### src/smcf_pkg.sv
package smcf_pkg;

   // ****************************************
   // sizes and pin order
   // ****************************************
   localparam int OPC_W      = 8;
   localparam int ADDR_BYTES = 3;
   localparam int ADDR_RX_W  = 24;
   localparam int ADDR_W     = 18;
   localparam int SYNC_W     = 4;
   localparam int PIN_CS     = 0;
   localparam int PIN_SCK    = 1;
   localparam int PIN_SI     = 2;
   localparam int PIN_HOLD   = 3;
   // deselected, clock low, not paused
   localparam logic [3:0] SYNC_RESET = 4'h9;

   // ****************************************
   // opcodes
   // ****************************************
   localparam logic [7:0] OPC_SET_LATCH    = 8'h06;
   localparam logic [7:0] OPC_CLEAR_LATCH  = 8'h04;
   localparam logic [7:0] OPC_STATUS_READ  = 8'h05;
   localparam logic [7:0] OPC_STATUS_WRITE = 8'h01;
   localparam logic [7:0] OPC_MEM_READ     = 8'h03;
   localparam logic [7:0] OPC_FAST_READ    = 8'h0B;
   localparam logic [7:0] OPC_MEM_WRITE    = 8'h02;
   localparam logic [7:0] OPC_SLEEP        = 8'hB9;
   localparam logic [7:0] OPC_ID_READ      = 8'h9F;

   // ****************************************
   // status byte layout
   // ****************************************
   localparam int         STAT_WEL_POS    = 1;
   localparam logic [7:0] STAT_FIXED_ONES = 8'h40;
   localparam logic [7:0] STAT_CFG_MASK   = 8'h8C;
   localparam logic       WEL_RESET       = 1'b0;

   typedef enum logic [2:0] {
      ST_IDLE   = 3'h0,
      ST_OPCODE = 3'h1,
      ST_ADDR   = 3'h3,
      ST_DATA   = 3'h2,
      ST_IGNORE = 3'h6
   } smcf_state_t;

   typedef enum logic [3:0] {
      CMD_NONE         = 4'h0,
      CMD_SET_LATCH    = 4'h1,
      CMD_CLEAR_LATCH  = 4'h2,
      CMD_STATUS_READ  = 4'h3,
      CMD_STATUS_WRITE = 4'h4,
      CMD_MEM_READ     = 4'h5,
      CMD_FAST_READ    = 4'h6,
      CMD_MEM_WRITE    = 4'h7,
      CMD_SLEEP        = 4'h8,
      CMD_ID_READ      = 4'h9,
      CMD_INVALID      = 4'hF
   } smcf_cmd_t;

endpackage

### src/smcf_sync.sv
`timescale 1ns/1ps

module smcf_sync #(
   parameter int               WIDTH     = 1,
   parameter logic [WIDTH-1:0] RESET_VAL = '0
) (
   input  wire logic             ref_clk,
   input  wire logic             srst,
   input  wire logic [WIDTH-1:0] asyncIn,
   output logic      [WIDTH-1:0] syncOut
);

   // first stage feeds the second stage only
   logic [WIDTH-1:0] meta_q;
   logic [WIDTH-1:0] sync_q;

   always_ff @(posedge ref_clk)
   begin
      if (srst)
      begin
         meta_q <= RESET_VAL;
         sync_q <= RESET_VAL;
      end
      else
      begin
         meta_q <= asyncIn;
         sync_q <= meta_q;
      end
   end

   assign syncOut = sync_q;

endmodule

### src/smcf_shift_in.sv
`timescale 1ns/1ps

module smcf_shift_in #(
   parameter int WIDTH = 8
) (
   input  wire logic             ref_clk,
   input  wire logic             srst,
   input  wire logic             clear,
   input  wire logic             shiftEn,
   input  wire logic             bitIn,
   output logic      [WIDTH-1:0] byteOut,
   output logic                  byteDone
);

   localparam int             CW   = $clog2(WIDTH);
   localparam logic [CW-1:0] LAST = CW'(WIDTH - 1);

   logic [WIDTH-1:0] shift_q;
   logic [CW-1:0]    count_q;
   logic             done_q;

   // msb arrives first, so older bits move up
   always_ff @(posedge ref_clk)
   begin
      if (srst || clear)
      begin
         shift_q <= '0;
         count_q <= '0;
         done_q  <= 1'b0;
      end
      else
      begin
         done_q <= 1'b0;
         if (shiftEn)
         begin
            shift_q <= {shift_q[WIDTH-2:0], bitIn};
            count_q <= count_q + 1'b1;
            done_q  <= (count_q == LAST);
         end
      end
   end

   assign byteOut  = shift_q;
   assign byteDone = done_q;

endmodule

### src/smcf_front_end.sv
`timescale 1ns/1ps

// Summary of operation
// - sample on rising, drive on falling
// - clock level at select picks mode
// - mode 3 skips edge before first toggle
// - first byte after select is opcode
// - one opcode per select interval
// - deselected: input ignored, output tristated
// - all bytes move msb first
// - three address bytes, low 18 used
// - bad opcode: ignore rest, tristate output
// - latch and status opcodes decoded
// - read, fast read, write opcodes decoded
// - nine opcodes, all others invalid
// - latch cleared after reset
// - set command sets latch; status shows it
// - deselect clears latch after write commands
// - eight bit status register
// - latch shown at status bit 1
// - status read repeats the status byte while clocked
// - pause: freeze, tristate output
module smcf_front_end (
   input  wire logic              ref_clk,
   input  wire logic              srst,
   input  wire logic              csN,
   input  wire logic              sclk,
   input  wire logic              mosi,
   input  wire logic              holdN,
   input  wire logic [7:0]        statusCfg,
   output logic                   misoOut,
   output logic                   misoOe,
   output logic                   writeEnableFlag,
   output smcf_pkg::smcf_cmd_t    cmdKind,
   output logic                   cmdValid,
   output logic [smcf_pkg::ADDR_W-1:0] memAddr,
   output logic                   addrValid,
   output logic [7:0]             rxData,
   output logic                   rxValid,
   output logic                   frameEnd,
   output logic                   spiMode3
);
   import smcf_pkg::*;

   // ****************************************
   // pin synchronisers and edges
   // ****************************************
   logic [SYNC_W-1:0] pinsRaw;
   logic [SYNC_W-1:0] pinsSync;
   logic              csS;
   logic              sckS;
   logic              siS;
   logic              holdS;
   logic              csPrev_q;
   logic              sckPrev_q;

   assign pinsRaw[PIN_CS]   = csN;
   assign pinsRaw[PIN_SCK]  = sclk;
   assign pinsRaw[PIN_SI]   = mosi;
   assign pinsRaw[PIN_HOLD] = holdN;

   smcf_sync #(
      .WIDTH     (SYNC_W),
      .RESET_VAL (SYNC_RESET)
   ) uSync (
      .ref_clk (ref_clk),
      .srst    (srst),
      .asyncIn (pinsRaw),
      .syncOut (pinsSync)
   );

   assign csS   = pinsSync[PIN_CS];
   assign sckS  = pinsSync[PIN_SCK];
   assign siS   = pinsSync[PIN_SI];
   assign holdS = pinsSync[PIN_HOLD];

   always_ff @(posedge ref_clk)
   begin
      if (srst)
      begin
         csPrev_q  <= 1'b1;
         sckPrev_q <= 1'b0;
      end
      else
      begin
         csPrev_q  <= csS;
         sckPrev_q <= sckS;
      end
   end

   // while paused every pin edge is dropped
   logic csFall;
   logic csRise;
   logic sckRise;
   logic sckFall;

   assign csFall  = holdS && csPrev_q && !csS;
   assign csRise  = holdS && !csPrev_q && csS;
   assign sckRise = holdS && !csS && !sckPrev_q && sckS;
   assign sckFall = holdS && !csS && sckPrev_q && !sckS;

   // ****************************************
   // frame state
   // ****************************************
   smcf_state_t state_q;
   smcf_cmd_t   cmd_q;
   logic        armed_q;
   logic        mode3_q;
   logic [1:0]  addrCnt_q;
   logic [ADDR_RX_W-1:0] addrShift_q;

   logic       rxShiftEn;
   logic [7:0] rxByte;
   logic       rxDone;
   logic       listening;

   // first rise counts only once the clock has been low
   assign listening = (state_q != ST_IDLE) && (state_q != ST_IGNORE);
   assign rxShiftEn = sckRise && armed_q && listening;

   smcf_shift_in #(
      .WIDTH (OPC_W)
   ) uShift (
      .ref_clk  (ref_clk),
      .srst     (srst),
      .clear    (csFall),
      .shiftEn  (rxShiftEn),
      .bitIn    (siS),
      .byteOut  (rxByte),
      .byteDone (rxDone)
   );

   // ****************************************
   // opcode decode
   // ****************************************
   smcf_cmd_t decodedCmd;
   logic      needsAddr;
   logic      clearsLatch;
   logic      opcodeDone;
   logic      addrDone;

   assign decodedCmd =
      (rxByte == OPC_SET_LATCH)    ? CMD_SET_LATCH    :
      (rxByte == OPC_CLEAR_LATCH)  ? CMD_CLEAR_LATCH  :
      (rxByte == OPC_STATUS_READ)  ? CMD_STATUS_READ  :
      (rxByte == OPC_STATUS_WRITE) ? CMD_STATUS_WRITE :
      (rxByte == OPC_MEM_READ)     ? CMD_MEM_READ     :
      (rxByte == OPC_FAST_READ)    ? CMD_FAST_READ    :
      (rxByte == OPC_MEM_WRITE)    ? CMD_MEM_WRITE    :
      (rxByte == OPC_SLEEP)        ? CMD_SLEEP        :
      (rxByte == OPC_ID_READ)      ? CMD_ID_READ      :
                                     CMD_INVALID;

   assign needsAddr = (decodedCmd == CMD_MEM_READ) ||
                      (decodedCmd == CMD_FAST_READ) ||
                      (decodedCmd == CMD_MEM_WRITE);
   assign clearsLatch = (cmd_q == CMD_CLEAR_LATCH) ||
                        (cmd_q == CMD_STATUS_WRITE) ||
                        (cmd_q == CMD_MEM_WRITE);
   assign opcodeDone = rxDone && (state_q == ST_OPCODE);
   assign addrDone   = rxDone && (state_q == ST_ADDR) &&
                       (addrCnt_q == 2'(ADDR_BYTES - 1));

   always_ff @(posedge ref_clk)
   begin
      if (srst)
      begin
         state_q     <= ST_IDLE;
         cmd_q       <= CMD_NONE;
         armed_q     <= 1'b0;
         mode3_q     <= 1'b0;
         addrCnt_q   <= 2'h0;
         addrShift_q <= '0;
      end
      else if (csFall)
      begin
         state_q   <= ST_OPCODE;
         cmd_q     <= CMD_NONE;
         mode3_q   <= sckS;
         armed_q   <= !sckS;
         addrCnt_q <= 2'h0;
      end
      else if (csRise || csS)
      begin
         state_q <= ST_IDLE;
      end
      else
      begin
         if (sckFall)
            armed_q <= 1'b1;
         case (state_q)
            ST_OPCODE:
               if (opcodeDone)
               begin
                  cmd_q <= decodedCmd;
                  if (decodedCmd == CMD_INVALID)
                     state_q <= ST_IGNORE;
                  else if (needsAddr)
                     state_q <= ST_ADDR;
                  else
                     state_q <= ST_DATA;
               end
            ST_ADDR:
               if (rxDone)
               begin
                  addrShift_q <= {addrShift_q[ADDR_RX_W-9:0], rxByte};
                  addrCnt_q   <= addrCnt_q + 2'h1;
                  if (addrDone)
                     state_q <= ST_DATA;
               end
            ST_DATA:   state_q <= ST_DATA;
            ST_IGNORE: state_q <= ST_IGNORE;
            ST_IDLE:   state_q <= ST_IDLE;
            default:   state_q <= ST_IDLE;
         endcase
      end
   end

   // ****************************************
   // write enable latch
   // ****************************************
   logic weFlag_q;

   // only the opcode and the deselect after it move the latch, never a status write byte
   always_ff @(posedge ref_clk)
   begin
      if (srst)
         weFlag_q <= WEL_RESET;
      else if (opcodeDone && decodedCmd == CMD_SET_LATCH)
         weFlag_q <= 1'b1;
      else if (csRise && clearsLatch &&
               (state_q == ST_DATA || state_q == ST_ADDR))
         weFlag_q <= 1'b0;
   end

   // ****************************************
   // status byte and serial output
   // ****************************************
   logic [7:0] welBits;
   logic [7:0] statusByte;
   logic [7:0] txShift_q;
   logic       driving_q;
   logic       misoOut_q;
   logic       misoOe_q;
   logic       txLoad;

   assign welBits    = 8'(weFlag_q) << STAT_WEL_POS;
   assign statusByte = (statusCfg & STAT_CFG_MASK) | STAT_FIXED_ONES | welBits;
   assign txLoad     = opcodeDone && (decodedCmd == CMD_STATUS_READ);

   // the byte repeats for as long as the master clocks
   always_ff @(posedge ref_clk)
   begin
      if (srst)
      begin
         txShift_q <= 8'h00;
         driving_q <= 1'b0;
         misoOut_q <= 1'b0;
      end
      else if (txLoad)
      begin
         txShift_q <= statusByte;
      end
      else if (csS || state_q != ST_DATA || cmd_q != CMD_STATUS_READ)
      begin
         driving_q <= 1'b0;
      end
      else if (sckFall)
      begin
         misoOut_q <= txShift_q[7];
         txShift_q <= {txShift_q[6:0], txShift_q[7]};
         driving_q <= 1'b1;
      end
   end

   // enable drops at once on deselect or pause
   always_ff @(posedge ref_clk)
   begin
      if (srst)
         misoOe_q <= 1'b0;
      else
         misoOe_q <= driving_q && !csS && holdS &&
                     (state_q == ST_DATA);
   end

   // ****************************************
   // strobes toward the memory side
   // ****************************************
   smcf_cmd_t             cmdKind_q;
   logic                  cmdValid_q;
   logic [ADDR_W-1:0]     memAddr_q;
   logic                  addrValid_q;
   logic [7:0]            rxData_q;
   logic                  rxValid_q;
   logic                  frameEnd_q;

   always_ff @(posedge ref_clk)
   begin
      if (srst)
      begin
         cmdKind_q   <= CMD_NONE;
         cmdValid_q  <= 1'b0;
         memAddr_q   <= '0;
         addrValid_q <= 1'b0;
         rxData_q    <= 8'h00;
         rxValid_q   <= 1'b0;
         frameEnd_q  <= 1'b0;
      end
      else
      begin
         cmdValid_q  <= opcodeDone;
         addrValid_q <= addrDone;
         rxValid_q   <= rxDone && (state_q == ST_DATA);
         frameEnd_q  <= csRise;
         if (opcodeDone)
            cmdKind_q <= decodedCmd;
         if (addrDone)
            memAddr_q <= {addrShift_q[ADDR_W-9:0], rxByte};
         if (rxDone)
            rxData_q <= rxByte;
      end
   end

   assign misoOut         = misoOut_q;
   assign misoOe          = misoOe_q;
   assign writeEnableFlag = weFlag_q;
   assign cmdKind         = cmdKind_q;
   assign cmdValid        = cmdValid_q;
   assign memAddr         = memAddr_q;
   assign addrValid       = addrValid_q;
   assign rxData          = rxData_q;
   assign rxValid         = rxValid_q;
   assign frameEnd        = frameEnd_q;
   assign spiMode3        = mode3_q;

   logic [1:0] cmdsInFrame_q;

   always_ff @(posedge ref_clk)
   begin
      if (srst || csFall)
         cmdsInFrame_q <= 2'h0;
      else if (cmdValid_q && cmdsInFrame_q != 2'h3)
         cmdsInFrame_q <= cmdsInFrame_q + 2'h1;
   end
endmodule

### config.mk
export PLATFORM = sky130hd
export DESIGN_NAME = smcf_front_end
export DESIGN_NICKNAME = d
export VERILOG_FILES = /design/src/smcf_pkg.sv /design/src/smcf_sync.sv /design/src/smcf_shift_in.sv /design/src/smcf_front_end.sv
export SDC_FILE = /design/constraint.sdc
export NUM_CORES = 1
export LEC_CHECK = 0
export CORE_MARGIN = 4
export CORE_UTILIZATION = 55
export CTS_CLUSTER_SIZE = 30
export DETAILED_ROUTE_END_ITERATION = 7
export DONT_BUFFER_PORTS = 1
export PLACE_DENSITY_LB_ADDON = 0.2
export SYNTH_ARGS = -nofsm -noshare
export SYNTH_HDL_FRONTEND = slang
export SYNTH_SLANG_ARGS = --single-unit
export TNS_END_PERCENT = 1
### constraint.sdc
create_clock -name ref_clk -period 1.96 [get_ports ref_clk]
set_input_delay 0 -clock ref_clk [delete_from_list [all_inputs] [get_ports ref_clk]]
set_output_delay 0 -clock ref_clk [all_outputs]
set_load 0.03 [all_outputs]
# After elaboration in Yosys (flattened, before gate mapping)
# Cells that the tools add are included.
classes:
  n_addsub: 2
  eq_ne: 35
  mux: 26
  bitwise_logic: 6
  n_reduce_logical: 53
ops:
  columns: ["operator", "count"]
  rows:
  - ["$mux W4", 7]
  - ["$eq A8 B3 Y1 const B", 3]
  - ["$mux W8", 3]
  - ["$logic_and A1 B1 Y1", 23]
  - ["$eq A4 B3 Y1 const B", 5]
  - ["$mux W3", 6]
  - ["$eq A8 B2 Y1 const B", 2]
  - ["$eq A8 B8 Y1 const B", 2]
  - ["$reduce_and A3 Y1", 5]
  - ["$pmux W3 S4", 1]
  - ["$logic_or A1 B1 Y1", 9]
  - ["$mux W1", 9]
  - ["$eq A4 B2 Y1 const B", 2]
  - ["$eq A8 B1 Y1 const B", 1]
  - ["$eq A8 B4 Y1 const B", 1]
  - ["$ne A2 B2 Y1 const B", 4]
  - ["$ne A4 B2 Y1 const B", 2]
  - ["$ne A4 B3 Y1 const B", 2]
  - ["$or A8 B2 Y8", 1]
  - ["$reduce_bool A2 Y1", 4]
  - ["$eq A3 B2 Y1 const B", 2]
  - ["$eq A3 B3 Y1 const B", 2]
  - ["$reduce_and A2 Y1", 3]
  - ["$not A1 Y1", 5]
  - ["14 further kinds", 18]
word_totals:
  reg_bits: 89
  in_bits: 14
  out_inout_bits: 38
  word_cells: 148

# Logic depth before layout (Yosys ltp)
logic_depth:
  word_depth: 19
  ltp_mapped: 7
  mapped_depth_nobuf: 5

# By module
# Synthesis repeated with hierarchy kept, for this count alone.
unflattened:
  hier_cells: 394
  area_unflattened_um2: 3560.9
by_module_without_submodules:
  columns: ["module", "instances", "cells_per_inst", "area_per_inst_um2", "seq_area_each_um2"]
  rows:
  - ["smcf_front_end", 1, 337, 2899.0, 1381.3]
  - ["smcf_shift_in", 1, 41, 451.7, 240.2]
  - ["smcf_sync", 1, 16, 210.2, 160.2]

# Least setup slack after synthesis
# No wires, ideal clock.
synth_timing:
  path_type: "flip-flop to flip-flop"
  start: "register uShift.shift_q[3] (netlist: uShift.byteOut[3])"
  end: "register txShift_q[1]"
  setup_time_ns: 0.132
  arrival_ns: 1.668
  required_ns: 1.828
  setup_slack_ns: 0.160
  path_stages_with_launch: 7
  path_buffers: 1
  synth_period_minus_slack_ns: 1.800
  cell_sequence: "dfxtp_1 or4_4 a2111o_1 and2_4 buf_6 nand4_1 a31oi_1"
synth_via:
  elab_chain_cells: 14
  elab_cells_between_ends: 24
  classes_between: "11 x eq/ne; 10 x mux; 3 x reduce/logical"
synth_lines:
  columns: ["item", "line_no", "source"]
  rows:
  - ["start: declaration", "smcf_shift_in.sv:18", "logic [WIDTH-1:0] shift_q;"]
  - ["start signal: assignment", "smcf_shift_in.sv:36", "shift_q <= {shift_q[WIDTH-2:0], bitIn};"]
  - ["$eq A8 B8 Y1", "smcf_front_end.sv:151", "(rxByte == OPC_ID_READ) ? CMD_ID_READ :"]
  - ["$mux W3", "smcf_front_end.sv:151", null]
  - ["$mux W3", "smcf_front_end.sv:150", "(rxByte == OPC_SLEEP) ? CMD_SLEEP :"]
  - ["$mux W4", "smcf_front_end.sv:149", "(rxByte == OPC_MEM_WRITE) ? CMD_MEM_WRITE :"]
  - ["$mux W4", "smcf_front_end.sv:148", "(rxByte == OPC_FAST_READ) ? CMD_FAST_READ :"]
  - ["$mux W4", "smcf_front_end.sv:147", "(rxByte == OPC_MEM_READ) ? CMD_MEM_READ :"]
  - ["$mux W4", "smcf_front_end.sv:146", "(rxByte == OPC_STATUS_WRITE) ? CMD_STATUS_WRITE :"]
  - ["$mux W4", "smcf_front_end.sv:145", "(rxByte == OPC_STATUS_READ) ? CMD_STATUS_READ :"]
  - ["$mux W4", "smcf_front_end.sv:144", "(rxByte == OPC_CLEAR_LATCH) ? CMD_CLEAR_LATCH :"]
  - ["$mux W4 (*)", "smcf_front_end.sv:143", "(rxByte == OPC_SET_LATCH) ? CMD_SET_LATCH :"]
  - ["$eq A4 B2 Y1 (*)", "smcf_front_end.sv:249", "assign txLoad = opcodeDone && (decodedCmd == CMD_STATUS_READ);"]
  - ["$logic_and A1 B1 Y1 (*)", "smcf_front_end.sv:249", null]
  - ["$ne A2 B2 Y1 (no line) / $reduce_bool A2 Y1 (equally long branches)", null, null]
  - ["$reduce_and A2 Y1 (no line)", null, null]
  - ["end signal: assignment", "smcf_front_end.sv:262", "txShift_q <= statusByte;"]
  - ["end signal: assignment", "smcf_front_end.sv:271", "txShift_q <= {txShift_q[6:0], txShift_q[7]};"]
  - ["end: declaration", "smcf_front_end.sv:241", "logic [7:0] txShift_q;"]
# Mark *: on every way between the ends. The rest lies on a longest branch, timed or not.
# A chain may end at the register's enable or synchronous reset.

# Final worst setup path
layout_timing:
  start: "register uShift.shift_q[4] (netlist: uShift.byteOut[4])"
  end: "register txShift_q[1]"
# Same word-level chain as after synthesis.

==> results.yml <==
run_status:
  status: "completed"
setup_path:
  required_ns: 2.19
  crit_type: "reg -> reg"
  startpoint: "uShift.byteOut[4]"
  rrSetupSlack_ns: 0.15
  crit_fanout: 7
  endpoint_kind: "flop"
  worstPathArrival_ns: 2.04
  r2r_start: "uShift.byteOut[4]"
  r2r_end: "txShift_q[1]"
  worstRegToRegCells: 5
  startpoint_type: "flop"
cts:
  clk_pin_slew_ns: 0.09
  post-cts-setup-buffers: 0
  cts_inserted_buffers: 9
  htreeDepth: 3
  cts_tree: "yes"
  clock_sinks: 89
  ctsHoldBuffers: 9
  clockRootBuffer: "clkbuf_8"
  cts_buffer_depth: 2
  cts_resized: 0
  clk_latency_ns: 0.35
yosys:
  synth_nets: 413
  synth-async-reset-ratio_pct: 0
  ys_ff_latch: 89
  syn-cell-area_sq_mm: 0.00355
  synth_top_cells_by_area: "dfxtp_1 (50%), mux2i_1 (7.9%), nand2_1 (6.3%), nor2_1 (5.1%), a21oi_1 (4.7%)"
  synth_flop_cell: "dfxtp_1"
  synth_edf_count: 0
  synth_cells: 396
  yosysWarnings: 0
  synthDistinctLibCells: 47
  ys_seq_area_share_pct: 50.2
  netlist.top_cell.by_area: "dfxtp_1"
  synth_top_area_share_pct: 50.2
  postSynthAreaPerCell_sq_um: 8.97
place:
  place_area_sq_mm: 0.00369
  numPortBuffers: 0
  place_congestion: 0.799
  dp.cells: 465
  dp_hpwl_mm: 4.88
routing:
  drtAntennaViolNets: 0
  vias: 2716
  via_per_inst: 5.54
  routed_wl_mm: 7.23
  first_iter_violations: 154
  firstDrtPassIters: 4
  avgRoutedWirePerCell_microns: 14.7
  drc: 0
grt:
  grt_usage_pct: 19.6
  grt_antenna_before_repair: 0
  overflow: 0
  grt_first_pass_wirelength_mm: 12.0
  grt_pass1_vias: 2579
  grt_start_max_net_pins: 70
floorplan:
  core_sq_mm: 0.00631
  die_w_microns: 88.4
  pin_count: 52
  chipHeight_microns: 88.4
  initial_core_util_pct: 56.2
  fp.dieArea_sq_mm: 0.00781
  rows: 29
cells_and_area:
  diodes: 0
  fillers: 553
  final_cells: 490
  postLayoutCoreUtil_pct: 63.3
  final_common_cell: "dfxtp_1"
  syn_to_final_growth_pct: 12.5
  final_cell_mix: "dfxtp_1 (89), nand2_1 (60), nor2_1 (48), a21oi_1 (33), mux2i_1 (28)"
  fin_nets: 425
  final_area_sq_mm: 0.00399
  drive_above_1_share_pct: 10.2
min_path:
  hold_class: "in -> reg"
  hp-start: "csN"
  min_to: "uSync.meta_q[0]"
  hold_depth: 2
power:
  max-vdd-ir-drop_mv: 0.523
  powerDensity_mw_per_mm2: 784
  power.leakage_uw: 0.00134
timing:
  clock_skew_ns: 0.0110
  post-route-period-util_pct: 92.5
  rsz0062_at_grt: "no"
  timing.fmax_ghz: 0.552
  fin_hold_ws_ns: 0.275
  hold_violations: 0
  tns_ns: 0
  setup_viol: 0
  min_period_ns: 1.81
  slew_violations: 0
  maxSlewHeadroom_pct: 64.8
  worst_pin_slew_ns: 0.525
flow_run:
  cap_violations: 0
==> critical path: stages, from the launching register on <==
cell and delay (ns):
dfxtp_1 0.37, or4_4 0.53, a2111o_1 0.43, and2_4 0.19, nand4_1 0.09, a31oi_1 0.08
==> synthesized netlist by cell type, types with 6 or more instances <==
cell type	count
dfxtp_1	89
clkbuf_1	19
or2_1	6
o21ai_1	9
nand2_1	60
a211oi_1	6
a21oi_1	33
nor2_1	48
nand4_1	8
mux2i_1	28
and2_1	10
==> flip-flops by register name, summed over array words and instances, names as in the netlist, 2 cells and up <==
register,cells
uShift.byteOut,8
uShift.count_q,3
rxData,8
addrShift_q,10
addrCnt_q,2
memAddr,18
txShift_q,8
cmd_q,4
state_q,3
uSync.syncOut,4
cmdKind,4
uSync.meta_q,4
==> cells by family after synthesis <==
| family | after synthesis | synth area share [%] |
|---|---|---|
| xor gates and xnor gates | 3 | 0.740 |
| buffers and inverters | 30 | 3.59 |
| adders and majority gates | 3 | 1.06 |
| DFF | 89 | 50.2 |
| and+or+nand+nor | 176 | 25.5 |
| AOI/OAI and AO/OA | 67 | 11.1 |
| muxes | 28 | 7.89 |
==> layout make-up <==
cell class,instances,area [sq um],area share [%]
Timing Repair Buffer,28,263,6.58
Clock inverter,6,67.6,1.69
Inverter,3,11.3,0.282
Sequential cell,89,1780,44.6
Clock buffer,10,128,3.20
Multi-Input combinational cell,277,1650,41.2
Tap cell,77,96.3,2.41
==> worst max-delay path by stage <==
stage,to,slack [ns],cells after the start
floorplan,txShift_q[1],0.16,6
global placement,txShift_q[3],0.18,5
detailed placement,txShift_q[1],0.17,5
CTS,txShift_q[1],0.15,5
global route,txShift_q[0],0.02,4
finish,txShift_q[1],0.15,5
==> metal layers <==
layer / GRT usage [%] / share of wire (%) / wire [microns]
met1: 25.5 / 49 / 3510
met2: 31.1 / 46 / 3310
met3: 4.56 / 4.0 / 289
met4: 8.65 / 1.6 / 117
met5: 0 / 0 / 0
==> through the flow <==
stage	setup WS, ns	total power, uW
3_3_place_gp	0.176	1900
2_1_floorplan	0.160	1900
6_report	0.147	3130
3_5_place_dp	0.167	1900
5_1_grt	0.0179	3240
4_1_cts	0.149	3160
==> report_power, final <==
group          switching (uW)  total (uW)  internal, uW
clock network             639        1240           596
registers                8.65        1830          1820
logic                    39.6        70.1          30.5
(Power assumes the default switching activity.)
